**src/pkg/mcrd_defines.svh**
```systemverilog
// Register map, field layout and reset values of the interface clock divider
`ifndef MCRD_DEFINES_SVH
`define MCRD_DEFINES_SVH

// Register index; the APB byte address is four times it
`define MCRD_CTRL_IDX   16'h1c26
`define MCRD_CTRL_ADDR  16'h7098
`define MCRD_CTRL_RESET 16'h0001
`define MCRD_SEL_BIT    0
`define MCRD_STRB_LANE  0

`endif

```
**src/pkg/mcrd_pkg.sv**
```systemverilog
// Types shared by the interface clock divider and its bench
package mcrd_pkg;

  // APB request fields that travel together
  typedef struct packed {
    logic [15:0] paddr;
    logic        pwrite;
    logic [31:0] pwdata;
    logic [3:0]  pstrb;
  } mcrd_apb_req_t;

  // Divider phase
  typedef enum logic [1:0] {
    MCRD_FULL     = 2'b00,
    MCRD_HALF_ON  = 2'b01,
    MCRD_HALF_OFF = 2'b10
  } mcrd_rate_t;

endpackage

```
**src/hw/mcrd_top.sv**
```systemverilog
// Rate divider for the clock enable of the external memory interface
//
// Behaviour
// Select bit 1, the reset value, runs the interface at the full system rate.
// Select bit 0 runs the interface at half the system clock rate.
// The chosen rate serves asynchronous and synchronous DRAM timing alike.
// Software should pick half rate only when synchronous DRAM timing needs it.
// Select sits in bit 0; bits 15-1 read zero; divide done internally.
// Rate changes land on a cycle boundary, never giving a short pulse.
`timescale 1ns/1ns
`include "mcrd_defines.svh"

module mcrd_top (
  input  wire logic                    sys_clk,         // 100 MHz system clock
  input  wire logic                    rst,             // Sync reset, active high
  input  wire logic                    psel,            // APB select
  input  wire logic                    penable,         // APB access phase
  input  wire mcrd_pkg::mcrd_apb_req_t apb_req,         // APB address, data, strobes
  output logic [31:0]                  prdata,          // APB read data
  output logic                         pready,          // APB ready
  output logic                         pslverr,         // APB error, unmapped
  output logic                         memif_clk_en,    // Interface clock enable
  output logic                         memif_half_rate  // Interface at half rate
);
  import mcrd_pkg::*;

  // ==========================================================
  // Register map checks
  // ==========================================================
  if (`MCRD_CTRL_ADDR != 4 * `MCRD_CTRL_IDX) begin : g_addr_chk
    $error("Control byte address is not four times its index");
  end
  if (`MCRD_SEL_BIT > 15) begin : g_sel_chk
    $error("Select bit outside the 16-bit control register");
  end

  // ==========================================================
  // Decode
  // ==========================================================
  function automatic logic ctrl_hit(input logic [15:0] addr);
    return addr == `MCRD_CTRL_ADDR;
  endfunction

  logic       setup_ph;
  logic       access_ph;
  logic       hit;

  assign setup_ph  = psel & ~penable;
  assign access_ph = psel & penable;
  assign hit       = ctrl_hit(apb_req.paddr);

  // ==========================================================
  // Control register
  // ==========================================================
  logic        ctrl_sel;
  logic        next_ctrl_sel;
  logic [31:0] next_prdata;
  localparam logic [15:0] ctrl_reset_val = `MCRD_CTRL_RESET;

  always_comb begin
    next_ctrl_sel = ctrl_sel;
    next_prdata   = prdata;
    // Bit 0 write
    if (access_ph && hit && apb_req.pwrite && apb_req.pstrb[`MCRD_STRB_LANE]) begin
      next_ctrl_sel = apb_req.pwdata[`MCRD_SEL_BIT];
    end
    // Reserved read zero
    if (setup_ph) begin
      next_prdata = 32'h0000_0000;
      if (hit && !apb_req.pwrite) begin
        next_prdata[`MCRD_SEL_BIT] = ctrl_sel;
      end
    end
  end

  always_ff @(posedge sys_clk) begin
    if (rst) begin
      ctrl_sel <= ctrl_reset_val[`MCRD_SEL_BIT];
      prdata   <= 32'h0000_0000;
    end else begin
      ctrl_sel <= next_ctrl_sel;
      prdata   <= next_prdata;
    end
  end

  assign pready  = 1'b1;
  assign pslverr = access_ph & ~hit;

  // ==========================================================
  // Rate divider
  // ==========================================================
  mcrd_rate_t rate_st;
  mcrd_rate_t next_rate_st;
  logic       next_clk_en;

  always_comb begin
    next_rate_st = rate_st;
    case (rate_st)
      // Full rate hold
      MCRD_FULL: begin
        next_rate_st = ctrl_sel ? MCRD_FULL : MCRD_HALF_OFF;
      end
      // Half rate pulse
      MCRD_HALF_ON: begin
        next_rate_st = MCRD_HALF_OFF;
      end
      // Switch at boundary
      MCRD_HALF_OFF: begin
        next_rate_st = ctrl_sel ? MCRD_FULL : MCRD_HALF_ON;
      end
      default: begin
        next_rate_st = MCRD_FULL;
      end
    endcase
    // One enable, all modes
    next_clk_en = (next_rate_st != MCRD_HALF_OFF);
  end

  always_ff @(posedge sys_clk) begin
    if (rst) begin
      rate_st      <= MCRD_FULL;
      memif_clk_en <= 1'b1;
    end else begin
      rate_st      <= next_rate_st;
      memif_clk_en <= next_clk_en;
    end
  end

  assign memif_half_rate = (rate_st != MCRD_FULL);

  // ==========================================================
  // Assertions
  // ==========================================================
  property p_full_rate;
    @(posedge sys_clk) disable iff (rst)
      ctrl_sel [*3] |-> memif_clk_en && !memif_half_rate;
  endproperty
  a_full_rate: assert property (p_full_rate)
    else $error("Full rate selected but enable not every cycle");

  property p_half_gap;
    @(posedge sys_clk) disable iff (rst)
      (!ctrl_sel && memif_clk_en) |=> !memif_clk_en;
  endproperty
  a_half_gap: assert property (p_half_gap)
    else $error("Half rate selected but enable pulses back to back");

  property p_half_pulse;
    @(posedge sys_clk) disable iff (rst)
      (!ctrl_sel ##1 (!ctrl_sel && !memif_clk_en)) |=> memif_clk_en;
  endproperty
  a_half_pulse: assert property (p_half_pulse)
    else $error("Half rate enable missing its pulse");

  property p_no_bypass;
    @(posedge sys_clk) disable iff (rst)
      !ctrl_sel [*2] |-> memif_half_rate;
  endproperty
  a_no_bypass: assert property (p_no_bypass)
    else $error("Half rate select bypassed");

  property p_write_sel;
    @(posedge sys_clk) disable iff (rst)
      (access_ph && hit && apb_req.pwrite && apb_req.pstrb[0])
        |=> ctrl_sel == $past(apb_req.pwdata[0]);
  endproperty
  a_write_sel: assert property (p_write_sel)
    else $error("Select bit not written");

  property p_read_sel;
    @(posedge sys_clk) disable iff (rst)
      (setup_ph && hit && !apb_req.pwrite)
        |=> prdata[31:1] == 31'h0000_0000 && prdata[0] == $past(ctrl_sel);
  endproperty
  a_read_sel: assert property (p_read_sel)
    else $error("Read data wrong or reserved bits set");

  property p_unmapped;
    @(posedge sys_clk) disable iff (rst)
      (access_ph && !hit) |-> pslverr ##1 $stable(ctrl_sel);
  endproperty
  a_unmapped: assert property (p_unmapped)
    else $error("Unmapped access not refused");

  property p_no_double_gap;
    @(posedge sys_clk) disable iff (rst)
      !memif_clk_en |=> memif_clk_en;
  endproperty
  a_no_double_gap: assert property (p_no_double_gap)
    else $error("Enable gap longer than one cycle");

  property p_enter_half;
    @(posedge sys_clk) disable iff (rst)
      $rose(memif_half_rate) |-> !memif_clk_en && $past(memif_clk_en);
  endproperty
  a_enter_half: assert property (p_enter_half)
    else $error("Half rate entered off a boundary");

  property p_leave_half;
    @(posedge sys_clk) disable iff (rst)
      $fell(memif_half_rate) |-> $past(!memif_clk_en) && memif_clk_en;
  endproperty
  a_leave_half: assert property (p_leave_half)
    else $error("Full rate resumed off a boundary");

  property p_ready_high;
    @(posedge sys_clk) disable iff (rst)
      psel |-> pready;
  endproperty
  a_ready_high: assert property (p_ready_high)
    else $error("Ready low during a transfer");

  property p_mapped_ok;
    @(posedge sys_clk) disable iff (rst)
      (access_ph && hit) |-> !pslverr;
  endproperty
  a_mapped_ok: assert property (p_mapped_ok)
    else $error("Error raised on the control register");

  property p_idle_no_err;
    @(posedge sys_clk) disable iff (rst)
      !access_ph |-> !pslverr;
  endproperty
  a_idle_no_err: assert property (p_idle_no_err)
    else $error("Error raised outside an access cycle");

  property p_prdata_hold;
    @(posedge sys_clk) disable iff (rst)
      !setup_ph |=> $stable(prdata);
  endproperty
  a_prdata_hold: assert property (p_prdata_hold)
    else $error("Read data changed outside a setup cycle");

  property p_unmapped_data;
    @(posedge sys_clk) disable iff (rst)
      (setup_ph && !hit) |=> prdata == 32'h0000_0000;
  endproperty
  a_unmapped_data: assert property (p_unmapped_data)
    else $error("Unmapped read returned nonzero data");

  property p_sel_hold;
    @(posedge sys_clk) disable iff (rst)
      !(access_ph && hit && apb_req.pwrite && apb_req.pstrb[0]) |=> $stable(ctrl_sel);
  endproperty
  a_sel_hold: assert property (p_sel_hold)
    else $error("Select bit changed without a write to it");

  property p_reset_full;
    @(posedge sys_clk)
      rst |=> memif_clk_en && !memif_half_rate && ctrl_sel && prdata == 32'h0000_0000;
  endproperty
  a_reset_full: assert property (p_reset_full)
    else $error("Reset did not restore full rate");

  property p_half_alternate;
    @(posedge sys_clk) disable iff (rst)
      (memif_half_rate && memif_clk_en) |=> !memif_clk_en;
  endproperty
  a_half_alternate: assert property (p_half_alternate)
    else $error("Half rate pulse followed by another pulse");

  property p_gap_only_half;
    @(posedge sys_clk) disable iff (rst)
      !memif_clk_en |-> memif_half_rate;
  endproperty
  a_gap_only_half: assert property (p_gap_only_half)
    else $error("Enable gap while at full rate");

  property p_half_after_fall;
    @(posedge sys_clk) disable iff (rst)
      $fell(ctrl_sel) |=> memif_half_rate;
  endproperty
  a_half_after_fall: assert property (p_half_after_fall)
    else $error("Half rate not entered after select cleared");

  property p_half_hold;
    @(posedge sys_clk) disable iff (rst)
      (memif_half_rate && !ctrl_sel) |=> memif_half_rate;
  endproperty
  a_half_hold: assert property (p_half_hold)
    else $error("Half rate left while select still clear");

  property p_full_return;
    @(posedge sys_clk) disable iff (rst)
      ($rose(ctrl_sel) ##1 ctrl_sel) |-> ##[0:1] !memif_half_rate;
  endproperty
  a_full_return: assert property (p_full_return)
    else $error("Full rate not resumed within two cycles");

  property p_full_steady;
    @(posedge sys_clk) disable iff (rst)
      (!memif_half_rate && ctrl_sel) |=> !memif_half_rate;
  endproperty
  a_full_steady: assert property (p_full_steady)
    else $error("Full rate left while select set");

  c_go_half: cover property (@(posedge sys_clk) disable iff (rst)
    $rose(memif_half_rate));
  c_go_full: cover property (@(posedge sys_clk) disable iff (rst)
    $fell(memif_half_rate));
  c_write: cover property (@(posedge sys_clk) disable iff (rst)
    access_ph && hit && apb_req.pwrite);
  c_read: cover property (@(posedge sys_clk) disable iff (rst)
    access_ph && hit && !apb_req.pwrite);
  c_lane_off: cover property (@(posedge sys_clk) disable iff (rst)
    access_ph && hit && apb_req.pwrite && !apb_req.pstrb[0]);

endmodule

```
**config.mk**
```make
export PLATFORM = sky130hd
export DESIGN_NAME = mcrd_top
export DESIGN_NICKNAME = d
export VERILOG_FILES = /design/src/pkg/mcrd_pkg.sv /design/src/hw/mcrd_top.sv
export VERILOG_INCLUDE_DIRS = /design/src /design/src/pkg
export SDC_FILE = /design/constraint.sdc
export NUM_CORES = 1
export LEC_CHECK = 0
export ABC_AREA = 1
export BUFFER_PORTS_ARGS = -buffer_cell sky130_fd_sc_hd__buf_4
export CAP_MARGIN = 20
export CORE_MARGIN = 8
export CORE_UTILIZATION = 28
export CTS_BUF_LIST = sky130_fd_sc_hd__clkbuf_2
export DETAILED_ROUTE_END_ITERATION = 7
export PLACE_DENSITY_LB_ADDON = 0.12
export SKIP_LAST_GASP = 1
export SYNTH_ARGS = -nofsm -noshare
export SYNTH_HDL_FRONTEND = slang
export SYNTH_SLANG_ARGS = --single-unit
```
**constraint.sdc**
```tcl
create_clock -name sys_clk -period 1.1 [get_ports sys_clk]
set_input_delay 0.22 -clock sys_clk [delete_from_list [all_inputs] [get_ports sys_clk]]
set_output_delay 0.22 -clock sys_clk [all_outputs]
set_load 0.01 [all_outputs]
```
# Yosys cells after proc, flatten, opt, wreduce, memory -nomap -nowiden
# Index checks and enable logic that the tools add are counted.
# word_totals
romBits	0
latch_bits	0
ram_bits	0
n_memories	0
inputBits	57
output_inout_bits	36
ff_bits	5
# op_classes
mul	0
div	0
bitwise	5
add_sub_neg	0
shifts	0
n_mux	4
magnitude_cmp	0
n_reduce_logical	7
n_eq_ne	4
# op_table
op	count
== test 16 x 15 -> 1 bit, second input constant	1
case mux 2 bit (3 select lines)	1
logical AND 1 bit	4
bitwise AND 1 bit	3
== test 2 x 1 -> 1 bit, second input constant	1
== test 2 bit, second input constant	1
zero test 2 bit	1
2-to-1 mux 1 bit	2
2-to-1 mux 2 bit	1
inequality test 2 bit, second input constant	1
NOT 1 bit	2
nonzero test 2 bit	1
zero test 1 bit	1

# Depth between registers and ports, before layout
# Gate-level depths: netlist of the first run.
# depth
depth_word	4
ltp_mapped	7
ltp_nobuf	7

# Worst setup path before layout of the first run
# OpenSTA, ideal clock, no wires.
# synth_path
path_type	in2out
start	input apb_req[48] (netlist bit)
end	output pslverr
path_slack_ps	232
arrival_ps	648
path_buffers	0
path_stages	4
cell_sequence	nor2_1 > nand2_1 > nor2_2 > a21oi_1
# synth_via
elab_chain_len	3
# synth_lines
item	line	rtl
from (decl)	mcrd_top.sv:18	input wire mcrd_pkg::mcrd_apb_req_t apb_req,
== test 16 x 15 -> 1 bit (no source line)	--	
NOT 1 bit	mcrd_top.sv:87	assign pslverr = access_ph & ~hit;
bitwise AND 1 bit	mcrd_top.sv:87	
to (decl)	mcrd_top.sv:21	output logic pslverr,
# No other way between the ends.

# Worst setup path in the final report of the first run
# layout_path
start	input apb_req[38] (netlist bit)
end	output pslverr
# The elaborated chain is that of the path after synthesis.

==> impl_metrics.py, run 1 <==
metrics = {
    "run_status": {
        "status": "finished clean",
    },
    "critical_path": {
        "crit_path_end_kind": "output pin",
        "critPathLaunch": "apb_req[38]",
        "start_kind": "input port",
        "critPathKind": "input port to output pin",
        "worst-path-max-fanout": 2,
        "r2r_start": "ctrl_sel",
        "worstPathArrival_ns": 0.84,
        "critPathRequiredTime_ns": 0.88,
    },
    "global_route": {
        "grt_pass1_vias": 423,
        "gr-total-overflow": 0,
        "antenna_found_initial": 0,
        "grt_max_degree": 5,
        "grt_pass1_wl_um": 1730,
        "track_usage": 0.0642,
    },
    "cts": {
        "clkTransAtPathRegs_ns": 0.06,
        "clk_latency_ns": 0.22,
        "clockRootBuffer": "clkbuf_2",
        "ctsHtreeMaxLevel": 1,
        "cts_setup_buffers": 0,
        "clk_path_buf_depth": 2,
        "numCtsBuffers": 3,
        "clkSinkCount": 5,
        "cts_tree": "done",
    },
    "synth": {
        "yosysWarnings": 0,
        "postSynthAreaPerCell_um2": 6.82,
        "syn-cell-area_um2": 546,
        "synth_cells": 80,
        "ys_seq_area_frac": 0.183,
        "synth-seq-cells": 5,
        "synthDistinctLibCells": 15,
    },
    "sta": {
        "finalHoldViolations": 0,
        "rsz0062_at_grt": "false",
        "fmax_ghz": 0.944,
        "fin_tns_setup_ns": 0,
        "finalMaxSlewViolations": 0,
        "fin_crit_ns": 1.06,
        "setup_slack_ns": 0.0404,
        "setup_viol": 0,
        "period_share": 0.963,
        "finClkSkew_ns": 0.00332,
    },
    "drt": {
        "drtIter0Drc": 7,
        "via_count": 447,
        "antenna_left": 0,
        "wire_per_inst_um": 8.64,
        "via_per_inst": 3.26,
        "first_pass_iters": 2,
        "drc": 0,
        "wl_um": 1180,
    },
    "die": {
        "dieArea_um2": 3620,
        "fp.dieW_um": 60.1,
        "ios": 93,
        "start_util": 0.287,
        "fp-row-count": 16,
        "chipHeight_um": 60.1,
        "core-area_um2": 1900,
    },
    "placed_design": {
        "place_congestion": 0.669,
        "dp_hpwl_um": 1110,
        "port_buffers": 26,
        "pre_cts_ws_ns": 0.0302,
        "place_area_um2": 662,
    },
    "final_layout": {
        "fin_area_um2": 691,
        "diodes": 0,
        "fill_cells": 222,
        "post-route-util": 0.363,
        "nets": 168,
        "drive_above_1_share": 0.391,
        "synthToLayoutAreaGrowth_pct": 26.6,
    },
    "min_path": {
        "hp-start": "rst",
        "hold_path_class": "input port to flip-flop",
    },
    "power": {
        "vdd_drop_max_v": 0.000441,
        "p_total_mw": 0.495,
        "p_per_area_nw_per_um2": 717,
        "p_leak_nw": 0.412,
    },
    "run": {
        "max-cap-violations": 0,
    },
}
-- routing by layer --
metal,up-vias,global-route usage,part of all wire
li1,236,-,-
met1,178,0.0660,0.35
met2,33,0.0991,0.49
met3,0,0.0409,0.17
met4,0,0.0306,0
met5,-,0,0
-- flip-flops by register name, summed over array words and instances, names as in the netlist --
signal	flops
rate_st	2
ctrl_sel	1
prdata	1
memif_clk_en	1
-- area by class of cell --
| class | count | area [um^2] | area share |
|---|---|---|---|
| inverters | 11 | 41.3 | 0.0598 |
| flip-flops and latches | 5 | 101 | 0.147 |
| repair buffers | 28 | 210 | 0.304 |
| multi-input cells | 62 | 284 | 0.411 |
| well taps | 27 | 33.8 | 0.0489 |
| clock buffers | 4 | 20.0 | 0.0290 |
-- layout by cell type (no fill, tap or decap), types with 4 or more instances in the layout --
master,n
buf_4,28
clkbuf_2,4
conb_1,32
dfxtp_1,4
inv_1,10
nand2_1,11
nor2_1,4
nor2_2,4
-- report_power, final --
group	switching (mW)	internal [mW]	total [mW]
sequential	0.000000164	0.181	0.181
clock	0.0744	0.0962	0.171
combinational	0.0826	0.0611	0.144
total	0.157	0.338	0.495
-- cells in the mapped netlist (all sizes together) --
cell	count	area, um^2
inv	11	41.3
nor2	9	43.8
nand2	11	41.3
buf	32	240
nand4	1	6.26
a21oi	3	18.8
nor4	1	6.26
conb	2	7.51
dfxtp	5	100
nand3	4	30.0
nor3	1	10.0
-- logic make-up after synthesis --
group	Yosys count	share of synthesized area
flip-flops	5	0.183
AO/OA/AOI/OAI	3	0.0344
buffers and inverters	43	0.516
other	2	0.0138
AND/OR/NAND/NOR	27	0.252
-- worst paths after layout --
path,to,depth (start not counted),slack (ns)
worst max register to register,prdata[0],4,0.22
worst min-delay path,prdata[0],2,0.17
worst max-delay path,pslverr,6,0.04
worst min register to register,rate_st[0],1,0.41
-- through the flow --
stage          std cells  hold WS [ns]
3_3_place_gp         133         0.401
5_1_grt              137         0.130
3_5_place_dp         133         0.399
4_1_cts              137         0.161
2_1_floorplan        110         0.282
6_report             137         0.167
-- worst max-delay path, stage by stage --
cell and delay (ns):
buf_4 0.11, nor2_2 0.10, nand3_2 0.08, nor2_4 0.12, a21oi_1 0.07, buf_4 0.14
-- what timing repair did --
action / in CTS / in global routing
endpoints found under the setup margin: 0 / 2
gates resized for setup: 0 / 5
hold buffers: 0 / 0
No activity file was read; power rests on OpenSTA's default activity.
==> run 2: changes to the inputs <==
--- a/config.mk
+++ b/config.mk
@@ -10,8 +10,7 @@
 export BUFFER_PORTS_ARGS = -buffer_cell sky130_fd_sc_hd__buf_4
 export CAP_MARGIN = 20
 export CORE_MARGIN = 8
-export CORE_UTILIZATION = 28
-export CTS_BUF_LIST = sky130_fd_sc_hd__clkbuf_2
+export CORE_UTILIZATION = 27
 export DETAILED_ROUTE_END_ITERATION = 7
 export PLACE_DENSITY_LB_ADDON = 0.12
 export SKIP_LAST_GASP = 1
==> impl_metrics.py, run 2 (synthesized netlist as in run 1, its figures left out) <==
metrics = {
    "run_status": {
        "status": "finished clean",
    },
    "die": {
        "core-area_um2": 1940,
        "dieArea_um2": 3710,
        "ios": 93,
        "fp.dieW_um": 61.0,
        "fp-row-count": 16,
        "start_util": 0.281,
        "chipHeight_um": 61.0,
    },
    "drt": {
        "first_pass_iters": 4,
        "via_count": 459,
        "antenna_left": 0,
        "drtIter0Drc": 4,
        "drc": 0,
        "via_per_inst": 3.35,
        "wire_per_inst_um": 9.03,
        "wl_um": 1240,
    },
    "global_route": {
        "grt_pass1_vias": 493,
        "antenna_found_initial": 0,
        "gr-total-overflow": 0,
        "grt_pass1_wl_um": 1840,
        "grt_max_degree": 5,
        "track_usage": 0.0628,
    },
    "sta": {
        "rsz0062_at_grt": "true",
        "setup_viol": 0,
        "fin_tns_setup_ns": 0,
        "finalMaxSlewViolations": 0,
        "fin_crit_ns": 1.07,
        "finalHoldViolations": 0,
        "period_share": 0.968,
        "finClkSkew_ns": 0.00715,
        "fmax_ghz": 0.939,
    },
    "critical_path": {
        "critPathLaunch": "apb_req[52]",
        "r2r_start": "ctrl_sel",
        "critPathKind": "input port to output pin",
        "start_kind": "input port",
        "crit_path_end_kind": "output pin",
        "worstPathArrival_ns": 0.85,
        "worst-path-max-fanout": 3,
        "critPathRequiredTime_ns": 0.88,
    },
    "run": {
        "max-cap-violations": 0,
    },
    "cts": {
        "clockRootBuffer": "clkbuf_4",
        "ctsHtreeMaxLevel": 1,
        "cts_tree": "done",
        "numCtsBuffers": 3,
        "clk_path_buf_depth": 2,
        "clkTransAtPathRegs_ns": 0.05,
        "clk_latency_ns": 0.24,
        "clkSinkCount": 5,
    },
    "power": {
        "p_per_area_nw_per_um2": 757,
        "vdd_drop_max_v": 0.000506,
        "p_leak_nw": 0.413,
        "p_total_mw": 0.537,
    },
    "min_path": {
        "hp-start": "rst",
        "hold_path_class": "input port to flip-flop",
    },
    "final_layout": {
        "fin_area_um2": 709,
        "drive_above_1_share": 0.364,
        "nets": 168,
        "largest_reg_flops": 2,
        "final_cell_mix": "conb_1, buf_4, inv_1, nand2_1",
        "synthToLayoutAreaGrowth_pct": 30.0,
        "post-route-util": 0.365,
        "diodes": 0,
        "final_common_cell": "conb_1",
        "final_cells": 137,
        "regMostFlops": "rate_st",
    },
    "placed_design": {
        "place_congestion": 0.696,
        "dp_cells": 133,
        "dp_hpwl_um": 1150,
        "port_buffers": 26,
        "place_area_um2": 662,
    },
}
## run 2: cell counts in the layout (fill, tap and decap cells not counted)
Identical to the previous run, type by type.
## run 2: worst max-delay path, cell delays in order
cell,delay (ns)
buf_4,0.11
nor2_2,0.09
nand2_1,0.06
nor2_2,0.16
a21oi_2,0.07
buf_4,0.14
## run 2: path summary, 6_finish.rpt
kind / endpoint / slack [ns] / depth (start not counted)
worst max-delay path: pslverr / 0.03 / 6
worst min-delay path: prdata[0] / 0.15 / 2
worst max register to register: prdata[0] / 0.21 / 4
worst min register to register: rate_st[0] / 0.42 / 1
## run 2: metal layers
layer,vias to the layer above,routed length [um],GRT usage
met5,-,0,0
met4,0,0,0.00997
met3,0,163,0.0297
met2,34,610,0.112
met1,191,463,0.0665
li1,234,-,-
## run 2: area by class of cell
cell class,count,area [um^2]
fillers,224,1230
repair buffers,28,218
well taps,27,33.8
multi-input cells,62,290
flip-flops and latches,5,100
clock buffers,4,26.3
inverters,11,41.3
## run 2: what timing repair did
| action | CTS | global route |
|---|---|---|
| gates resized for setup | 0 | 6 |
| hold buffers | 0 | 0 |
| endpoints found under the setup margin | 0 | 1 |
| setup buffers | 0 | 0 |
## run 2: where the power goes
part | total (mW) | leakage (nW) | switching [mW] | internal, mW
combinational | 0.149 | 0.357 | 0.0846 | 0.0643
sequential | 0.182 | 0.0403 | 0.000000171 | 0.182
clock | 0.206 | 0.0150 | 0.0696 | 0.137
total | 0.537 | 0.413 | 0.154 | 0.383
## run 2: metrics by stage
stage          setup WS, ns  hold slack, ns
3_5_place_dp         0.0176           0.405
2_1_floorplan         0.232           0.282
4_1_cts              0.0128           0.147
6_report             0.0347           0.154
3_3_place_gp        0.00363           0.400
5_1_grt             -0.0249           0.155
==> run 3: changes to the inputs <==
--- a/config.mk
+++ b/config.mk
@@ -9,10 +9,12 @@
 export ABC_AREA = 1
 export BUFFER_PORTS_ARGS = -buffer_cell sky130_fd_sc_hd__buf_4
 export CAP_MARGIN = 20
+export CORE_ASPECT_RATIO = 0.7
 export CORE_MARGIN = 8
 export CORE_UTILIZATION = 27
 export DETAILED_ROUTE_END_ITERATION = 7
 export PLACE_DENSITY_LB_ADDON = 0.12
+export RECOVER_POWER = 100
 export SKIP_LAST_GASP = 1
 export SYNTH_ARGS = -nofsm -noshare
 export SYNTH_HDL_FRONTEND = slang
==> impl_metrics.py, run 3 (synthesized netlist as in run 1, its figures left out) <==
metrics = {
    "min_path": {
        "hold_path_class": "input port to flip-flop",
    },
    "critical_path": {
        "worstPathArrival_ns": 0.83,
        "start_kind": "input port",
        "worstPathCellList": "buf_4, nor2_1, nand2_1, nor2_4, a21oi_1, buf_4",
        "crit_path_end_kind": "output pin",
        "cp_slowest_cell": "buf_4",
        "crit_top_cell": "buf_4",
        "worst-path-max-fanout": 2,
        "cp_slowest_stage_delay_ns": 0.14,
        "critPathRequiredTime_ns": 0.88,
        "critPathKind": "input port to output pin",
    },
    "run": {
        "max-cap-violations": 0,
    },
    "cts": {
        "numCtsBuffers": 3,
        "cts_tree": "done",
        "clkSinkCount": 5,
        "clkTransAtPathRegs_ns": 0.04,
        "ctsHtreeMaxLevel": 1,
        "clk_path_buf_depth": 2,
        "cts_setup_buffers": 0,
        "clk_latency_ns": 0.23,
        "clockRootBuffer": "clkbuf_4",
    },
    "placed_design": {
        "pre_cts_ws_ns": 0.0351,
        "port_buffers": 26,
        "dp_hpwl_um": 1170,
        "place_area_um2": 656,
        "place_congestion": 0.685,
    },
    "power": {
        "pwr-share-comb": 0.270,
        "clockPowerShare": 0.383,
        "vdd_drop_max_v": 0.000501,
        "p_sw_mw": 0.147,
        "p_leak_nw": 0.400,
        "swShare": 0.279,
        "p_total_mw": 0.525,
        "pwr-share-seq": 0.347,
        "p_per_area_nw_per_um2": 782,
        "p_int_mw": 0.379,
    },
    "run_status": {
        "status": "finished clean",
    },
    "drt": {
        "wire_per_inst_um": 9.48,
        "via_per_inst": 3.36,
        "via_count": 443,
        "first_pass_iters": 3,
        "antenna_left": 0,
        "wl_um": 1250,
        "drc": 0,
        "drtIter0Drc": 14,
    },
    "sta": {
        "setup_viol": 0,
        "period_share": 0.959,
        "rsz0062_at_grt": "false",
        "setup_slack_ns": 0.0455,
        "whs_ns": 0.157,
        "fin_tns_setup_ns": 0,
        "fmax_ghz": 0.948,
        "fin_crit_ns": 1.05,
        "finClkSkew_ns": 0.00417,
        "finalMaxSlewViolations": 0,
        "finalHoldViolations": 0,
    },
    "final_layout": {
        "final_common_cell": "conb_1",
        "fill_cells": 217,
        "diodes": 0,
        "regArea_um2": 100,
        "regMostFlops": "rate_st",
        "drive_above_1_share": 0.318,
        "synthToLayoutAreaGrowth_pct": 23.2,
        "fin_area_um2": 672,
        "largest_reg_flops": 2,
        "nets": 168,
        "multi_input_area_um2": 274,
        "final_cell_mix": "conb_1, buf_4, inv_1, nand2_1, nor2_1",
    },
    "die": {
        "fp-row-count": 13,
        "start_util": 0.289,
        "core-area_um2": 1890,
        "fp.dieW_um": 69.7,
        "chipHeight_um": 53.6,
        "ios": 93,
        "dieArea_um2": 3740,
    },
    "global_route": {
        "gr-total-overflow": 0,
        "grt_pass1_wl_um": 1910,
        "grt_max_degree": 5,
        "track_usage": 0.0607,
        "grt_pass1_vias": 443,
        "antenna_found_initial": 0,
    },
}
run 3: changes by cell type in the layout (fill, tap and decap cells not counted), sizes merged:
| cell | before | now |
|---|---|---|
| buf | 28 | 26 |
| clkbuf | 4 | 6 |
run 3: worst paths after layout:
check | start | slack, ns | cells after the start | to
worst min-delay path | rst | 0.16 | 2 | prdata[0]
worst max register to register | ctrl_sel | 0.19 | 4 | prdata[0]
worst max-delay path | apb_req[43] | 0.05 | 6 | pslverr
worst min register to register | rate_st[0] | 0.43 | 1 | rate_st[0]
run 3: power groups by stage:
| stage | registers (mW) | logic (mW) | clock network, mW |
|---|---|---|---|
| 2_1_floorplan | 0.185 | 0.154 | 0 |
| 3_3_place_gp | 0.185 | 0.137 | 0 |
| 3_5_place_dp | 0.185 | 0.138 | 0 |
| 4_1_cts | 0.182 | 0.138 | 0.209 |
| 5_1_grt | 0.182 | 0.159 | 0.226 |
| 6_report | 0.182 | 0.142 | 0.201 |
run 3: per-layer routing:
layer  GRT usage  part of all wire  vias to the layer above
li1            -                 -                      235
met1      0.0670              0.41                      180
met2       0.105              0.50                       28
met3      0.0330             0.088                        0
met4     0.00997                 0                        0
met5           0                 0                        -
run 3: through the flow:
| stage | util | instances |
|---|---|---|
| floorplan | - | 110 |
| global placement | 0.347 | 128 |
| detailed placement | 0.347 | 128 |
| CTS | 0.361 | 132 |
| global route | 0.356 | 132 |
| finish | 0.356 | 132 |
run 3: critical path: cells and delay by family:
kind	cells	cell delay, ns
compound gates	1	0.06
buf+inv	2	0.25
simple gates	3	0.30
run 3: area by class of cell:
| class | instances | share of cell area |
|---|---|---|
| Tap cell | 22 | 0.0410 |
| Sequential cell | 5 | 0.149 |
| Inverter | 11 | 0.0615 |
| Timing Repair Buffer | 28 | 0.302 |
| Clock buffer | 4 | 0.0391 |
| Multi-Input combinational cell | 62 | 0.408 |
run 3: timing repair:
action	4_1_cts	5_1_grt
endpoints found under the setup margin	0	1
endpoints found under the hold margin	0	0
gates resized for setup	0	1
hold buffers	0	0
